<file path="src/rtl/ipr_defines.vh">
// Purpose: Shared constants for the interrupt priority resolver
// Assumes: 32-bit APB, one aligned word per register
// Notes:   Control register indices are printed offsets; byte address is index times four
`ifndef IPR_DEFINES_VH
`define IPR_DEFINES_VH

// Register map (byte addresses and indices)
`define IPR_CTRL_IDX_FIRST  12'h070
`define IPR_CTRL_IDX_LAST   12'h07f
`define IPR_PS_ADDR         12'h200
`define IPR_PMR_ADDR        12'h204
`define IPR_WIN_ADDR        12'h208

// Control register fields
`define IPR_LVL_LSB         0
`define IPR_LVL_MSB         2
`define IPR_REQ_BIT         3

// Processor status fields
`define IPR_PS_IFLAG_BIT    2
`define IPR_PS_THR_LSB      8
`define IPR_PS_THR_MSB      10

// Processor mode register detection select field
`define IPR_PMR_DET_LSB     4
`define IPR_PMR_DET_MSB     5
`define IPR_PMR_RESET       8'h00

// Detection durations in processor clocks
`define IPR_DET_SEL_SEVEN   2'b00
`define IPR_DET_SEL_FOUR    2'b01
`define IPR_DET_CYC_SEVEN   3'h7
`define IPR_DET_CYC_FOUR    3'h4
`define IPR_DET_CYC_TWO     3'h2

// Threshold values loaded on entry
`define IPR_THR_RESET       3'h0
`define IPR_THR_WATCHDOG    3'h7

// Acknowledge sequence timing (cycles counted from its first cycle)
`define IPR_ACK_CYCLES      5'd13
`define IPR_ACK_PUSHES      3'd5
`define IPR_RTI_POPS        3'd5

// Source indices presented to the sequencer
`define IPR_SRC_WATCHDOG    5'd16
`define IPR_SRC_BREAK       5'd17
`define IPR_SRC_DIVZERO     5'd18
`define IPR_PG_VECTOR       8'h00

`endif

</file>
<file path="src/rtl/ipr_resolver.v">
// Purpose: Interrupt priority resolution, acknowledge stacking and return restore
// Assumes: Sequencer strobes are synchronous to clk; stack memory lives in the core
// Notes:   Sixteen maskable sources resolved in a fixed chain; traps and watchdog fixed
//
// How it works
// RULE1 - Accept only highest priority among sampled requests
// RULE2 - Maskable levels programmable, watchdog and reset fixed
// RULE3 - Chain compares each level with running winner
// RULE4 - Unrequested sources pass winner unchanged
// RULE5 - Equal levels keep earlier chain entry
// RULE6 - Accept when level above threshold, flag clear
// RULE7 - Sampling pulse comes from opcode fetch
// RULE8 - Requests and levels latched until detection ends
// RULE9 - No new sampling pulse while detecting
// RULE10 - Mode bits 4,5 select two, four, seven
// RULE11 - Reset gives select 00, seven cycles
// RULE12 - Detect per instruction and during acknowledge
// RULE13 - Acknowledge starts after current instruction completes
// RULE14 - Push bank, counter high, low, status high, low
// RULE15 - Set disable flag, clear request, load threshold
// RULE16 - Bank zero, counter from source vector
// RULE17 - Threshold zero reset, seven watchdog, traps unchanged
// RULE18 - Losing and other requests stay set
// RULE19 - Watchdog and traps taken regardless of mask
// RULE20 - Return restores status, counter, bank reversed
// RULE21 - Acknowledge takes at least thirteen cycles
// RULE22 - Service code clears unwanted requests before return
// RULE23 - Control register: level bits 0-2, request bit 3
// RULE24 - Disable flag bit 2, set by reset
// RULE25 - Threshold bits 8-10, seven blocks all
// RULE26 - Winner index and strobe at detection end
`timescale 1ns/1ps
`include "ipr_defines.vh"

module ipr_resolver #(
  parameter NSRC = 16                       // Maskable sources in the chain
) (
  input  wire        clk,                   // Processor clock, 20 MHz
  input  wire        reset,                 // Synchronous reset, active high
  input  wire        psel,                  // APB select
  input  wire        penable,               // APB access phase
  input  wire        pwrite,                // APB write
  input  wire [11:0] paddr,                 // APB byte address
  input  wire [31:0] pwdata,                // APB write data
  output reg  [31:0] prdata_q,              // APB read data
  output reg         pready_q,              // APB ready
  output reg         pslverr_q,             // APB error for unmapped address
  input  wire [NSRC-1:0] src_event,         // Request pulses in chain order
  input  wire        wdt_event,             // Watchdog request pulse
  input  wire        brk_trap_instr,        // Break trap pulse
  input  wire        div_zero_trap,         // Divide-by-zero trap pulse
  input  wire        opcode_fetch,          // First half of opcode fetch cycle
  input  wire        instr_done,            // Last cycle of current instruction
  input  wire        return_from_irq_instr, // Start of return sequence
  input  wire [7:0]  program_bank,          // Current bank
  input  wire [15:0] program_counter,       // Address of next instruction
  input  wire [15:0] status_other,          // Status bits not held here
  input  wire [7:0]  stack_rd_data,         // Byte popped, valid with stack_pop_q
  output reg         stack_push_q,          // Push strobe
  output reg  [7:0]  stack_wr_data_q,       // Byte to push
  output reg         stack_pop_q,           // Pop strobe
  output reg         ack_busy_q,            // Acknowledge or return running
  output reg         win_valid_q,           // Detection finished with acceptance
  output reg  [4:0]  win_idx_q,             // Winning source index
  output reg         vector_load_q,         // Load counter from vector
  output reg  [4:0]  vector_idx_q,          // Vector of accepted source
  output reg  [7:0]  bank_out_q,            // Bank to load with vector or restore
  output reg         restore_valid_q,       // Return restore done
  output reg  [15:0] restore_pc_q,          // Restored counter
  output reg  [15:0] restore_ps_q,          // Restored status
  output reg         iflag_q,               // Global disable flag
  output reg  [2:0]  cpu_priority_threshold_q // Processor threshold
);

  localparam ST_IDLE = 2'd0;
  localparam ST_ACK  = 2'd1;
  localparam ST_RTI  = 2'd2;

  // Maps a printed control register index to its chain position
  function [3:0] ctrl_to_src;
    input [3:0] low;
    begin
      case (low)
        4'h0:    ctrl_to_src = 4'd15;
        4'h1:    ctrl_to_src = 4'd12;
        4'h2:    ctrl_to_src = 4'd11;
        4'h3:    ctrl_to_src = 4'd14;
        4'h4:    ctrl_to_src = 4'd13;
        4'hd:    ctrl_to_src = 4'd0;
        4'he:    ctrl_to_src = 4'd1;
        4'hf:    ctrl_to_src = 4'd2;
        default: ctrl_to_src = low - 4'd2;
      endcase
    end
  endfunction

  reg [2:0]      level_q [0:NSRC-1];
  reg [NSRC-1:0] req_q;
  reg [7:0]      pmr_q;
  reg            wdt_pend_q;
  reg            brk_pend_q;
  reg            div_pend_q;
  reg [2:0]      lat_level_q [0:NSRC-1];
  reg [NSRC-1:0] lat_req_q;
  reg            lat_wdt_q;
  reg            lat_brk_q;
  reg            lat_div_q;
  reg            det_busy_q;
  reg [2:0]      det_cnt_q;
  reg            acc_pend_q;
  reg [4:0]      acc_src_q;
  reg [2:0]      acc_lvl_q;
  reg [1:0]      state_q;
  reg [4:0]      seq_cnt_q;
  reg [39:0]     push_bytes_q;
  reg [39:0]     pop_bytes_q;

  wire        setup    = psel & ~penable;
  wire        acc_wr   = psel & penable & pready_q & pwrite;
  wire [11:0] idx      = {2'b00, paddr[11:2]};
  wire        hit_ctrl = (idx >= `IPR_CTRL_IDX_FIRST) && (idx <= `IPR_CTRL_IDX_LAST) && (paddr[1:0] == 2'b00);
  wire [3:0]  ctrl_src = ctrl_to_src(idx[3:0]);
  wire        hit_ps   = (paddr == `IPR_PS_ADDR);
  wire        hit_pmr  = (paddr == `IPR_PMR_ADDR);
  wire        hit_win  = (paddr == `IPR_WIN_ADDR);

  wire [15:0] status_now = {status_other[15:11], cpu_priority_threshold_q, status_other[7:3],
                            iflag_q, status_other[1:0]};

  // Fixed chain from the top index down; strict greater keeps the earlier entry on ties
  reg [2:0] chain_lvl;
  reg [3:0] chain_src;
  reg       chain_any;
  integer   i;
  always @* begin
    chain_lvl = 3'h0;                                         // see RULE3
    chain_src = 4'h0;
    chain_any = 1'b0;
    for (i = NSRC - 1; i >= 0; i = i - 1) begin
      if (lat_req_q[i] && (lat_level_q[i] > chain_lvl)) begin // see RULE4, see RULE5
        chain_lvl = lat_level_q[i];                           // see RULE3
        chain_src = i[3:0];
        chain_any = 1'b1;
      end
    end
  end

  // Level 0 never wins the chain, and threshold 7 blocks every maskable source
  wire mask_ok  = chain_any && (chain_lvl > cpu_priority_threshold_q) && !iflag_q; // see RULE6, see RULE25
  wire det_end  = det_busy_q && (det_cnt_q == 3'h0);
  wire nm_any   = lat_div_q | lat_brk_q | lat_wdt_q;          // see RULE19
  wire ack_go   = acc_pend_q && instr_done && (state_q == ST_IDLE); // see RULE13
  wire rti_go   = return_from_irq_instr && (state_q == ST_IDLE) && !ack_go;
  wire samp     = (opcode_fetch || ack_go) && !det_busy_q;  // see RULE7, see RULE9, see RULE12
  wire ack_mark = (state_q == ST_ACK) && (seq_cnt_q == 5'd6);
  wire ack_end  = (state_q == ST_ACK) && (seq_cnt_q == `IPR_ACK_CYCLES - 5'd1);
  wire rti_end  = (state_q == ST_RTI) && (seq_cnt_q == {2'b00, `IPR_RTI_POPS} - 5'd1);

  reg [2:0] det_len;
  always @* begin
    case (pmr_q[`IPR_PMR_DET_MSB:`IPR_PMR_DET_LSB])          // see RULE10
      `IPR_DET_SEL_SEVEN: det_len = `IPR_DET_CYC_SEVEN;
      `IPR_DET_SEL_FOUR:  det_len = `IPR_DET_CYC_FOUR;
      default:            det_len = `IPR_DET_CYC_TWO;
    endcase
  end

  // Per-source control: event sets win over any clear in the same cycle
  genvar g;
  generate
    for (g = 0; g < NSRC; g = g + 1) begin : g_src
      wire sw_hit = acc_wr && hit_ctrl && (ctrl_src == g);
      always @(posedge clk) begin
        if (reset) begin
          level_q[g] <= 3'h0;
          req_q[g]   <= 1'b0;
        end else begin
          if (sw_hit)
            level_q[g] <= pwdata[`IPR_LVL_MSB:`IPR_LVL_LSB]; // see RULE2, see RULE23
          if (src_event[g])
            req_q[g] <= 1'b1;                                 // see RULE23
          else if (sw_hit)
            req_q[g] <= pwdata[`IPR_REQ_BIT];
          else if (ack_mark && acc_src_q == g)
            req_q[g] <= 1'b0;                                 // see RULE15, see RULE18
        end
      end
      always @(posedge clk) begin
        if (reset) begin
          lat_level_q[g] <= 3'h0;
          lat_req_q[g]   <= 1'b0;
        end else if (samp) begin
          lat_level_q[g] <= level_q[g];                       // see RULE8
          lat_req_q[g]   <= req_q[g];
        end
      end
    end
  endgenerate

  // Detection timer and acceptance, none mid-acknowledge
  always @(posedge clk) begin
    if (reset) begin
      det_busy_q  <= 1'b0;
      det_cnt_q   <= 3'h0;
      lat_wdt_q   <= 1'b0;
      lat_brk_q   <= 1'b0;
      lat_div_q   <= 1'b0;
      acc_pend_q  <= 1'b0;
      acc_src_q   <= 5'd0;
      acc_lvl_q   <= 3'h0;
      win_valid_q <= 1'b0;
      win_idx_q   <= 5'd0;
    end else begin
      win_valid_q <= 1'b0;
      if (samp) begin
        det_busy_q <= 1'b1;
        det_cnt_q  <= det_len - 3'h2;                         // see RULE10, see RULE8
        lat_wdt_q  <= wdt_pend_q;
        lat_brk_q  <= brk_pend_q;
        lat_div_q  <= div_pend_q;
      end else if (det_end) begin
        det_busy_q <= 1'b0;                                   // see RULE12
      end else if (det_busy_q) begin
        det_cnt_q <= det_cnt_q - 3'h1;
      end
      if (ack_go)
        acc_pend_q <= 1'b0;
      else if (det_end && !acc_pend_q && state_q != ST_ACK && (nm_any || mask_ok)) begin
        acc_pend_q  <= 1'b1;                                  // see RULE1
        win_valid_q <= 1'b1;                                  // see RULE26
        acc_lvl_q   <= chain_lvl;
        if (lat_div_q) begin
          acc_src_q <= `IPR_SRC_DIVZERO;
          win_idx_q <= `IPR_SRC_DIVZERO;
        end else if (lat_brk_q) begin
          acc_src_q <= `IPR_SRC_BREAK;
          win_idx_q <= `IPR_SRC_BREAK;
        end else if (lat_wdt_q) begin
          acc_src_q <= `IPR_SRC_WATCHDOG;                     // see RULE19
          win_idx_q <= `IPR_SRC_WATCHDOG;
        end else begin
          acc_src_q <= {1'b0, chain_src};
          win_idx_q <= {1'b0, chain_src};
        end
      end
    end
  end

  // Fixed-priority sources; a new event keeps the pending flag set over a clear in the same cycle
  always @(posedge clk) begin
    if (reset) begin
      wdt_pend_q <= 1'b0;
      brk_pend_q <= 1'b0;
      div_pend_q <= 1'b0;
    end else begin
      wdt_pend_q <= wdt_event     | (wdt_pend_q & ~(ack_mark && acc_src_q == `IPR_SRC_WATCHDOG));
      brk_pend_q <= brk_trap_instr | (brk_pend_q & ~(ack_mark && acc_src_q == `IPR_SRC_BREAK));
      div_pend_q <= div_zero_trap  | (div_pend_q & ~(ack_mark && acc_src_q == `IPR_SRC_DIVZERO));
    end
  end

  // Acknowledge and return sequencer
  always @(posedge clk) begin
    if (reset) begin
      state_q         <= ST_IDLE;
      seq_cnt_q       <= 5'd0;
      push_bytes_q    <= 40'h0;
      pop_bytes_q     <= 40'h0;
      stack_push_q    <= 1'b0;
      stack_wr_data_q <= 8'h00;
      stack_pop_q     <= 1'b0;
      ack_busy_q      <= 1'b0;
      vector_load_q   <= 1'b0;
      vector_idx_q    <= 5'd0;
      bank_out_q      <= 8'h00;
      restore_valid_q <= 1'b0;
      restore_pc_q    <= 16'h0000;
      restore_ps_q    <= 16'h0000;
    end else begin
      stack_push_q    <= 1'b0;
      stack_pop_q     <= 1'b0;
      vector_load_q   <= 1'b0;
      restore_valid_q <= 1'b0;
      case (state_q)
        ST_IDLE: begin
          seq_cnt_q <= 5'd0;
          if (ack_go) begin
            state_q      <= ST_ACK;
            ack_busy_q   <= 1'b1;
            push_bytes_q <= {program_bank, program_counter, status_now}; // see RULE14
          end else if (rti_go) begin
            state_q     <= ST_RTI;
            ack_busy_q  <= 1'b1;
            stack_pop_q <= 1'b1;
          end
        end
        ST_ACK: begin
          seq_cnt_q <= seq_cnt_q + 5'd1;
          if (seq_cnt_q < {2'b00, `IPR_ACK_PUSHES}) begin
            stack_push_q    <= 1'b1;                          // see RULE14
            stack_wr_data_q <= push_bytes_q[39:32];
            push_bytes_q    <= {push_bytes_q[31:0], 8'h00};
          end
          if (ack_end) begin
            state_q       <= ST_IDLE;                         // see RULE21
            ack_busy_q    <= 1'b0;
            vector_load_q <= 1'b1;                            // see RULE16
            vector_idx_q  <= acc_src_q;
            bank_out_q    <= `IPR_PG_VECTOR;
          end
        end
        ST_RTI: begin
          // Pops come back low status byte first, bank last
          seq_cnt_q   <= seq_cnt_q + 5'd1;
          pop_bytes_q <= {stack_rd_data, pop_bytes_q[39:8]};  // see RULE20
          if (rti_end) begin
            state_q         <= ST_IDLE;
            ack_busy_q      <= 1'b0;
            restore_valid_q <= 1'b1;
            bank_out_q      <= stack_rd_data;
            restore_pc_q    <= pop_bytes_q[39:24];
            restore_ps_q    <= pop_bytes_q[23:8];
          end else begin
            stack_pop_q <= 1'b1;
          end
        end
        default: begin
          state_q    <= ST_IDLE;
          ack_busy_q <= 1'b0;
        end
      endcase
    end
  end

  // Status flags, mode register and APB slave
  always @(posedge clk) begin
    if (reset) begin
      iflag_q                  <= 1'b1;                       // see RULE24
      cpu_priority_threshold_q <= `IPR_THR_RESET;             // see RULE17
      pmr_q                    <= `IPR_PMR_RESET;             // see RULE11
      pready_q                 <= 1'b0;
      pslverr_q                <= 1'b0;
      prdata_q                 <= 32'h0000_0000;
    end else begin
      if (ack_mark) begin
        iflag_q <= 1'b1;                                      // see RULE15
        if (acc_src_q == `IPR_SRC_WATCHDOG)
          cpu_priority_threshold_q <= `IPR_THR_WATCHDOG;      // see RULE17
        else if (acc_src_q < `IPR_SRC_WATCHDOG)
          cpu_priority_threshold_q <= acc_lvl_q;              // see RULE15
      end else if (rti_end) begin
        iflag_q                  <= pop_bytes_q[8 + `IPR_PS_IFLAG_BIT]; // see RULE20
        cpu_priority_threshold_q <= pop_bytes_q[18:16];
      end else if (acc_wr && hit_ps) begin
        iflag_q                  <= pwdata[`IPR_PS_IFLAG_BIT];
        cpu_priority_threshold_q <= pwdata[`IPR_PS_THR_MSB:`IPR_PS_THR_LSB];
      end
      if (acc_wr && hit_pmr)
        pmr_q <= pwdata[7:0];
      // Zero-wait answer: ready rises in the cycle after setup
      pready_q  <= setup;
      pslverr_q <= setup && !(hit_ctrl || hit_ps || hit_pmr || hit_win);
      if (setup) begin
        if (hit_ctrl)
          prdata_q <= {28'h0, req_q[ctrl_src], level_q[ctrl_src]};
        else if (hit_ps)
          prdata_q <= {16'h0000, status_now};
        else if (hit_pmr)
          prdata_q <= {24'h000000, pmr_q};
        else if (hit_win)
          prdata_q <= {16'h0000, 3'h0, state_q, det_busy_q, acc_pend_q, 1'b0, acc_lvl_q, acc_src_q};
        else
          prdata_q <= 32'h0000_0000;
      end
    end
  end

endmodule // ipr_resolver

</file>
<file path="config.mk">
export PLATFORM = sky130hd
export DESIGN_NAME = ipr_resolver
export DESIGN_NICKNAME = d
export VERILOG_FILES = /design/src/rtl/ipr_resolver.v
export VERILOG_INCLUDE_DIRS = /design/src /design/src/rtl
export SDC_FILE = /design/constraint.sdc
export NUM_CORES = 1
export LEC_CHECK = 0
export BUFFER_PORTS_ARGS = -buffer_cell sky130_fd_sc_hd__buf_2
export CORE_MARGIN = 5
export CORE_UTILIZATION = 23
export DETAILED_ROUTE_END_ITERATION = 6
export PLACE_DENSITY_LB_ADDON = 0.08
export SYNTH_ARGS = -nofsm -noshare
export SYNTH_HDL_FRONTEND = slang
export SYNTH_SLANG_ARGS = --single-unit
export TNS_END_PERCENT = 20
</file>
<file path="constraint.sdc">
create_clock -name clk -period 23.6 [get_ports clk]
set_input_delay 4.72 -clock clk [delete_from_list [all_inputs] [get_ports clk]]
set_output_delay 4.72 -clock clk [all_outputs]
set_load 0.005 [all_outputs]
</file>
==> flow_metrics.tcl <==
set metrics [dict create \
    wl_um 54900 \
    tightest_slew_ns 0.943 \
    synth-edff-count 96 \
    first_pass_iters 5 \
    met1_usage_pct 18.0 \
    skew_ns 0.0196 \
    antenna_left 0 \
    fin_crit_sh_pct 92.7 \
    worstReg2RegEnd "acc_src_q[4]$_SDFFE_PP0P_" \
    grt_max_degree 101 \
    synthFlopType "dfxtp_1" \
    hold_slack_ns 0.450 \
    status "completed" \
    fin_nets 2095 \
    finalInstanceArea_mm2 0.0194 \
    cts_sinks 315 \
    initial_core_util_pct 23.2 \
    final-max-slew-violation-count 0 \
    top_level_ports 221 \
    busiest_layer "met2" \
    r2r_cells 119 \
    syn_area_mm2 0.0160 \
    critPathRequiredTime_ns 24.00 \
    crit_top_cell "ha_1" \
    clk_pin_slew_ns 0.06 \
    final.min_clock_period_ns 21.88 \
    globalRouteMet2Util_pct 24.5 \
    p_per_area_mw_per_mm2 73.4 \
    cts_buffers 38 \
    yosys.cell_count.top_type "nor2_1" \
    worst_slack_ns 1.72 \
    cts_hold_buf 0 \
    grt.met3_usage_pct 3.23 \
    p_comb_share_pct 15.4 \
    endpoint_kind "register" \
    fp.dieW_um 273 \
    slowest_stage "a311oi_2" \
    insertion_delay_ns 0.55 \
    power_frac_clock_pct 42.0 \
    r2r_start "lat_req_q[15]$_SDFFE_PP0P_" \
    hold_violations 0 \
    crit_arrival_ns 22.28 \
    place_area_mm2 0.0180 \
    ir_worst_vdd_mv 0.0357 \
    min_to "restore_ps_q[11]$_SDFFE_PP0P_" \
    switchingPower_w 0.000389 \
    grt_remaining_overflow 0 \
    cp-start-kind "register" \
    place.gp.congestion 0.770 \
    core_area_mm2 0.0687 \
    switching_share_pct 27.3 \
    grt_pass1_vias 13100 \
    drive_gt1_share_pct 19.6 \
    drt_iter0_markers 678 \
    antenna_found_initial 7 \
    netlist_instances 1764 \
    grt_pass1_wl_um 82200 \
    reg2reg_slack_ns 1.72 \
    fmax_mhz 45.7 \
    place.port_buffers 179 \
    finalSetupViolCount 0 \
    synth_cell_types 93 \
    yosysWarnings 0 \
    pwr-share-seq_pct 42.6 \
    cp_max_fo 8 \
    die_h_um 273 \
    slew_headroom_pct 37.1 \
    syn_area_per_cell_um2 9.04 \
    clockBufferDepth 3 \
    netlist.top_cell.by_area "dfxtp_1" \
    hold_path.startpoint "restore_ps_q[11]$_SDFFE_PP0P_" \
    cts-root-buf "clkbuf_16" \
    vias_per_cell 4.55 \
    cts_tree "yes" \
    pre_cts_slack_ns 0.746 \
    hp-class "reg2reg" \
    yosys-top-cells-area "dfxtp_1, edfxtp_1, mux2i_1" \
    ys_top_cells_by_count "nor2_1, dfxtp_1, nand2_1, a21oi_1, mux2i_1" \
    async_reset_ff_share_pct 0 \
    dieArea_mm2 0.0747 \
    slowest_delay_ns 0.46 \
    num_rows 96 \
    syn2layout_area_growth_pct 21.8 \
    crit_type "reg2reg" \
    routedWlPerCell_um 18.9 \
    drv_cap 0 \
    route.detailed.drc 0 \
    internal_power_w 0.00104 \
    htreeDepth 2 \
    vias 13200 \
    hold_path_depth 2 \
    grt_util_all_layers_pct 14.2 \
    seq_area_frac_synth_pct 45.5 \
    dp_hpwl_um 40800 \
    synth_top_area_share_pct 27.5 \
    cellLeakagePower_nw 7.54 \
    synth_seq_cells 315 \
]
## timing repair
| item | 4_1_cts | 5_1_grt |
|---|---|---|
| gates resized for setup | 0 | 20 |
| buffers inserted | 0 | 7 |
| setup endpoints to repair | 0 | 10 |
## worst max path at each step
stage | startpoint | endpoint | slack, ns | cells after the start
floorplan | lat_req_q[15]$_SDFFE_PP0P_ | acc_lvl_q[1]$_SDFFE_PP0P_ | 2.59 | 117
finish | lat_req_q[15]$_SDFFE_PP0P_ | acc_src_q[4]$_SDFFE_PP0P_ | 1.72 | 119
global placement | lat_level_q[1][23]$_SDFFCE_PN0P_ | acc_pend_q$_SDFFE_PP0P_ | 0.98 | 118
global route | lat_level_q[1][23]$_SDFFCE_PN0P_ | acc_lvl_q[1]$_SDFFE_PP0P_ | -0.09 | 120
CTS | lat_req_q[15]$_SDFFE_PP0P_ | acc_src_q[4]$_SDFFE_PP0P_ | 0.59 | 114
detailed placement | lat_req_q[15]$_SDFFE_PP0P_ | acc_src_q[4]$_SDFFE_PP0P_ | 0.75 | 114
## state kept, by name, indices dropped and copies added (netlist names), 2 cells and up
signal                    cells
acc_src_q                     5
level_q                      48
det_cnt_q                     3
stack_wr_data_q               8
cpu_priority_threshold_q      3
restore_ps_q                 16
seq_cnt_q                     5
acc_lvl_q                     3
pmr_q                         8
push_bytes_q                 40
state_q                       2
lat_req_q                    16
pop_bytes_q                  32
vector_idx_q                  5
restore_pc_q                 16
req_q                        16
prdata_q                     16
lat_level_q                  48
bank_out_q                    8
## stage by stage
stage / std cells / power [W] / setup TNS, ns / util (%)
floorplan: 1779 / 0.000755 / 0 / -
global placement: 2827 / 0.000834 / 0 / 26.2
detailed placement: 2827 / 0.000835 / 0 / 26.2
CTS: 2894 / 0.00145 / 0 / 28.1
global route: 2901 / 0.00150 / -0.249 / 28.3
finish: 2903 / 0.00143 / 0 / 28.3
## power groups by stage
stage          Combinational [W]  Sequential (W)  Clock, W
6_report                0.000219        0.000608  0.000599
5_1_grt                 0.000245        0.000611  0.000646
4_1_cts                 0.000217        0.000608  0.000624
3_5_place_dp            0.000216        0.000619         0
3_3_place_gp            0.000215        0.000619         0
2_1_floorplan           0.000146        0.000610         0
## kinds of logic after synthesis
| logic type | Yosys count | share of synthesized area (%) |
|---|---|---|
| buffers and inverters | 158 | 4.20 |
| other | 1 | 0.0235 |
| multiplexers | 128 | 8.74 |
| AO/OA/AOI/OAI | 376 | 16.3 |
| flip-flops | 315 | 45.5 |
| AND/OR/NAND/NOR | 746 | 22.2 |
| XOR/XNOR | 5 | 0.275 |
| adder cells (fa/ha/maj) | 35 | 2.71 |
## critical path: cells and delay by family, from the launching register on
kind,cells,cell delay (ns)
adders and majority gates,18,4.90
muxes,8,2.39
AOI/OAI and AO/OA,45,7.70
and+or+nand+nor,39,4.94
buffers and inverters,9,1.29
DFF,1,0.45
## cells in the final DEF, fill, tap and decap left out, drive strengths merged, types with 32 or more instances in the layout
cell      n
nor2    270
buf     236
dfxtp   219
nand2   187
a21oi   138
mux2i   110
and2    106
edfxtp   96
clkbuf   59
o21ai    52
a211oi   51
inv      46
ha       33
nor3     32
## area by class of cell
class                           count  area [um^2]
Clock inverter                      9          129
Tap cell                          931         1160
Inverter                           45          169
Clock buffer                       58         1140
Antenna cell                        2         5.00
Multi-Input combinational cell   1306         8200
Sequential cell                   315         7270
Fill cell                        7434        49300
Timing Repair Buffer              237         1350
## metal layers
metal,part of all wire (%),vias up
met5,0.087,-
met3,4.9,84
li1,-,6587
met1,44,6282
met4,2.5,8
met2,49,253
Power figures use the tool's default switching activity.
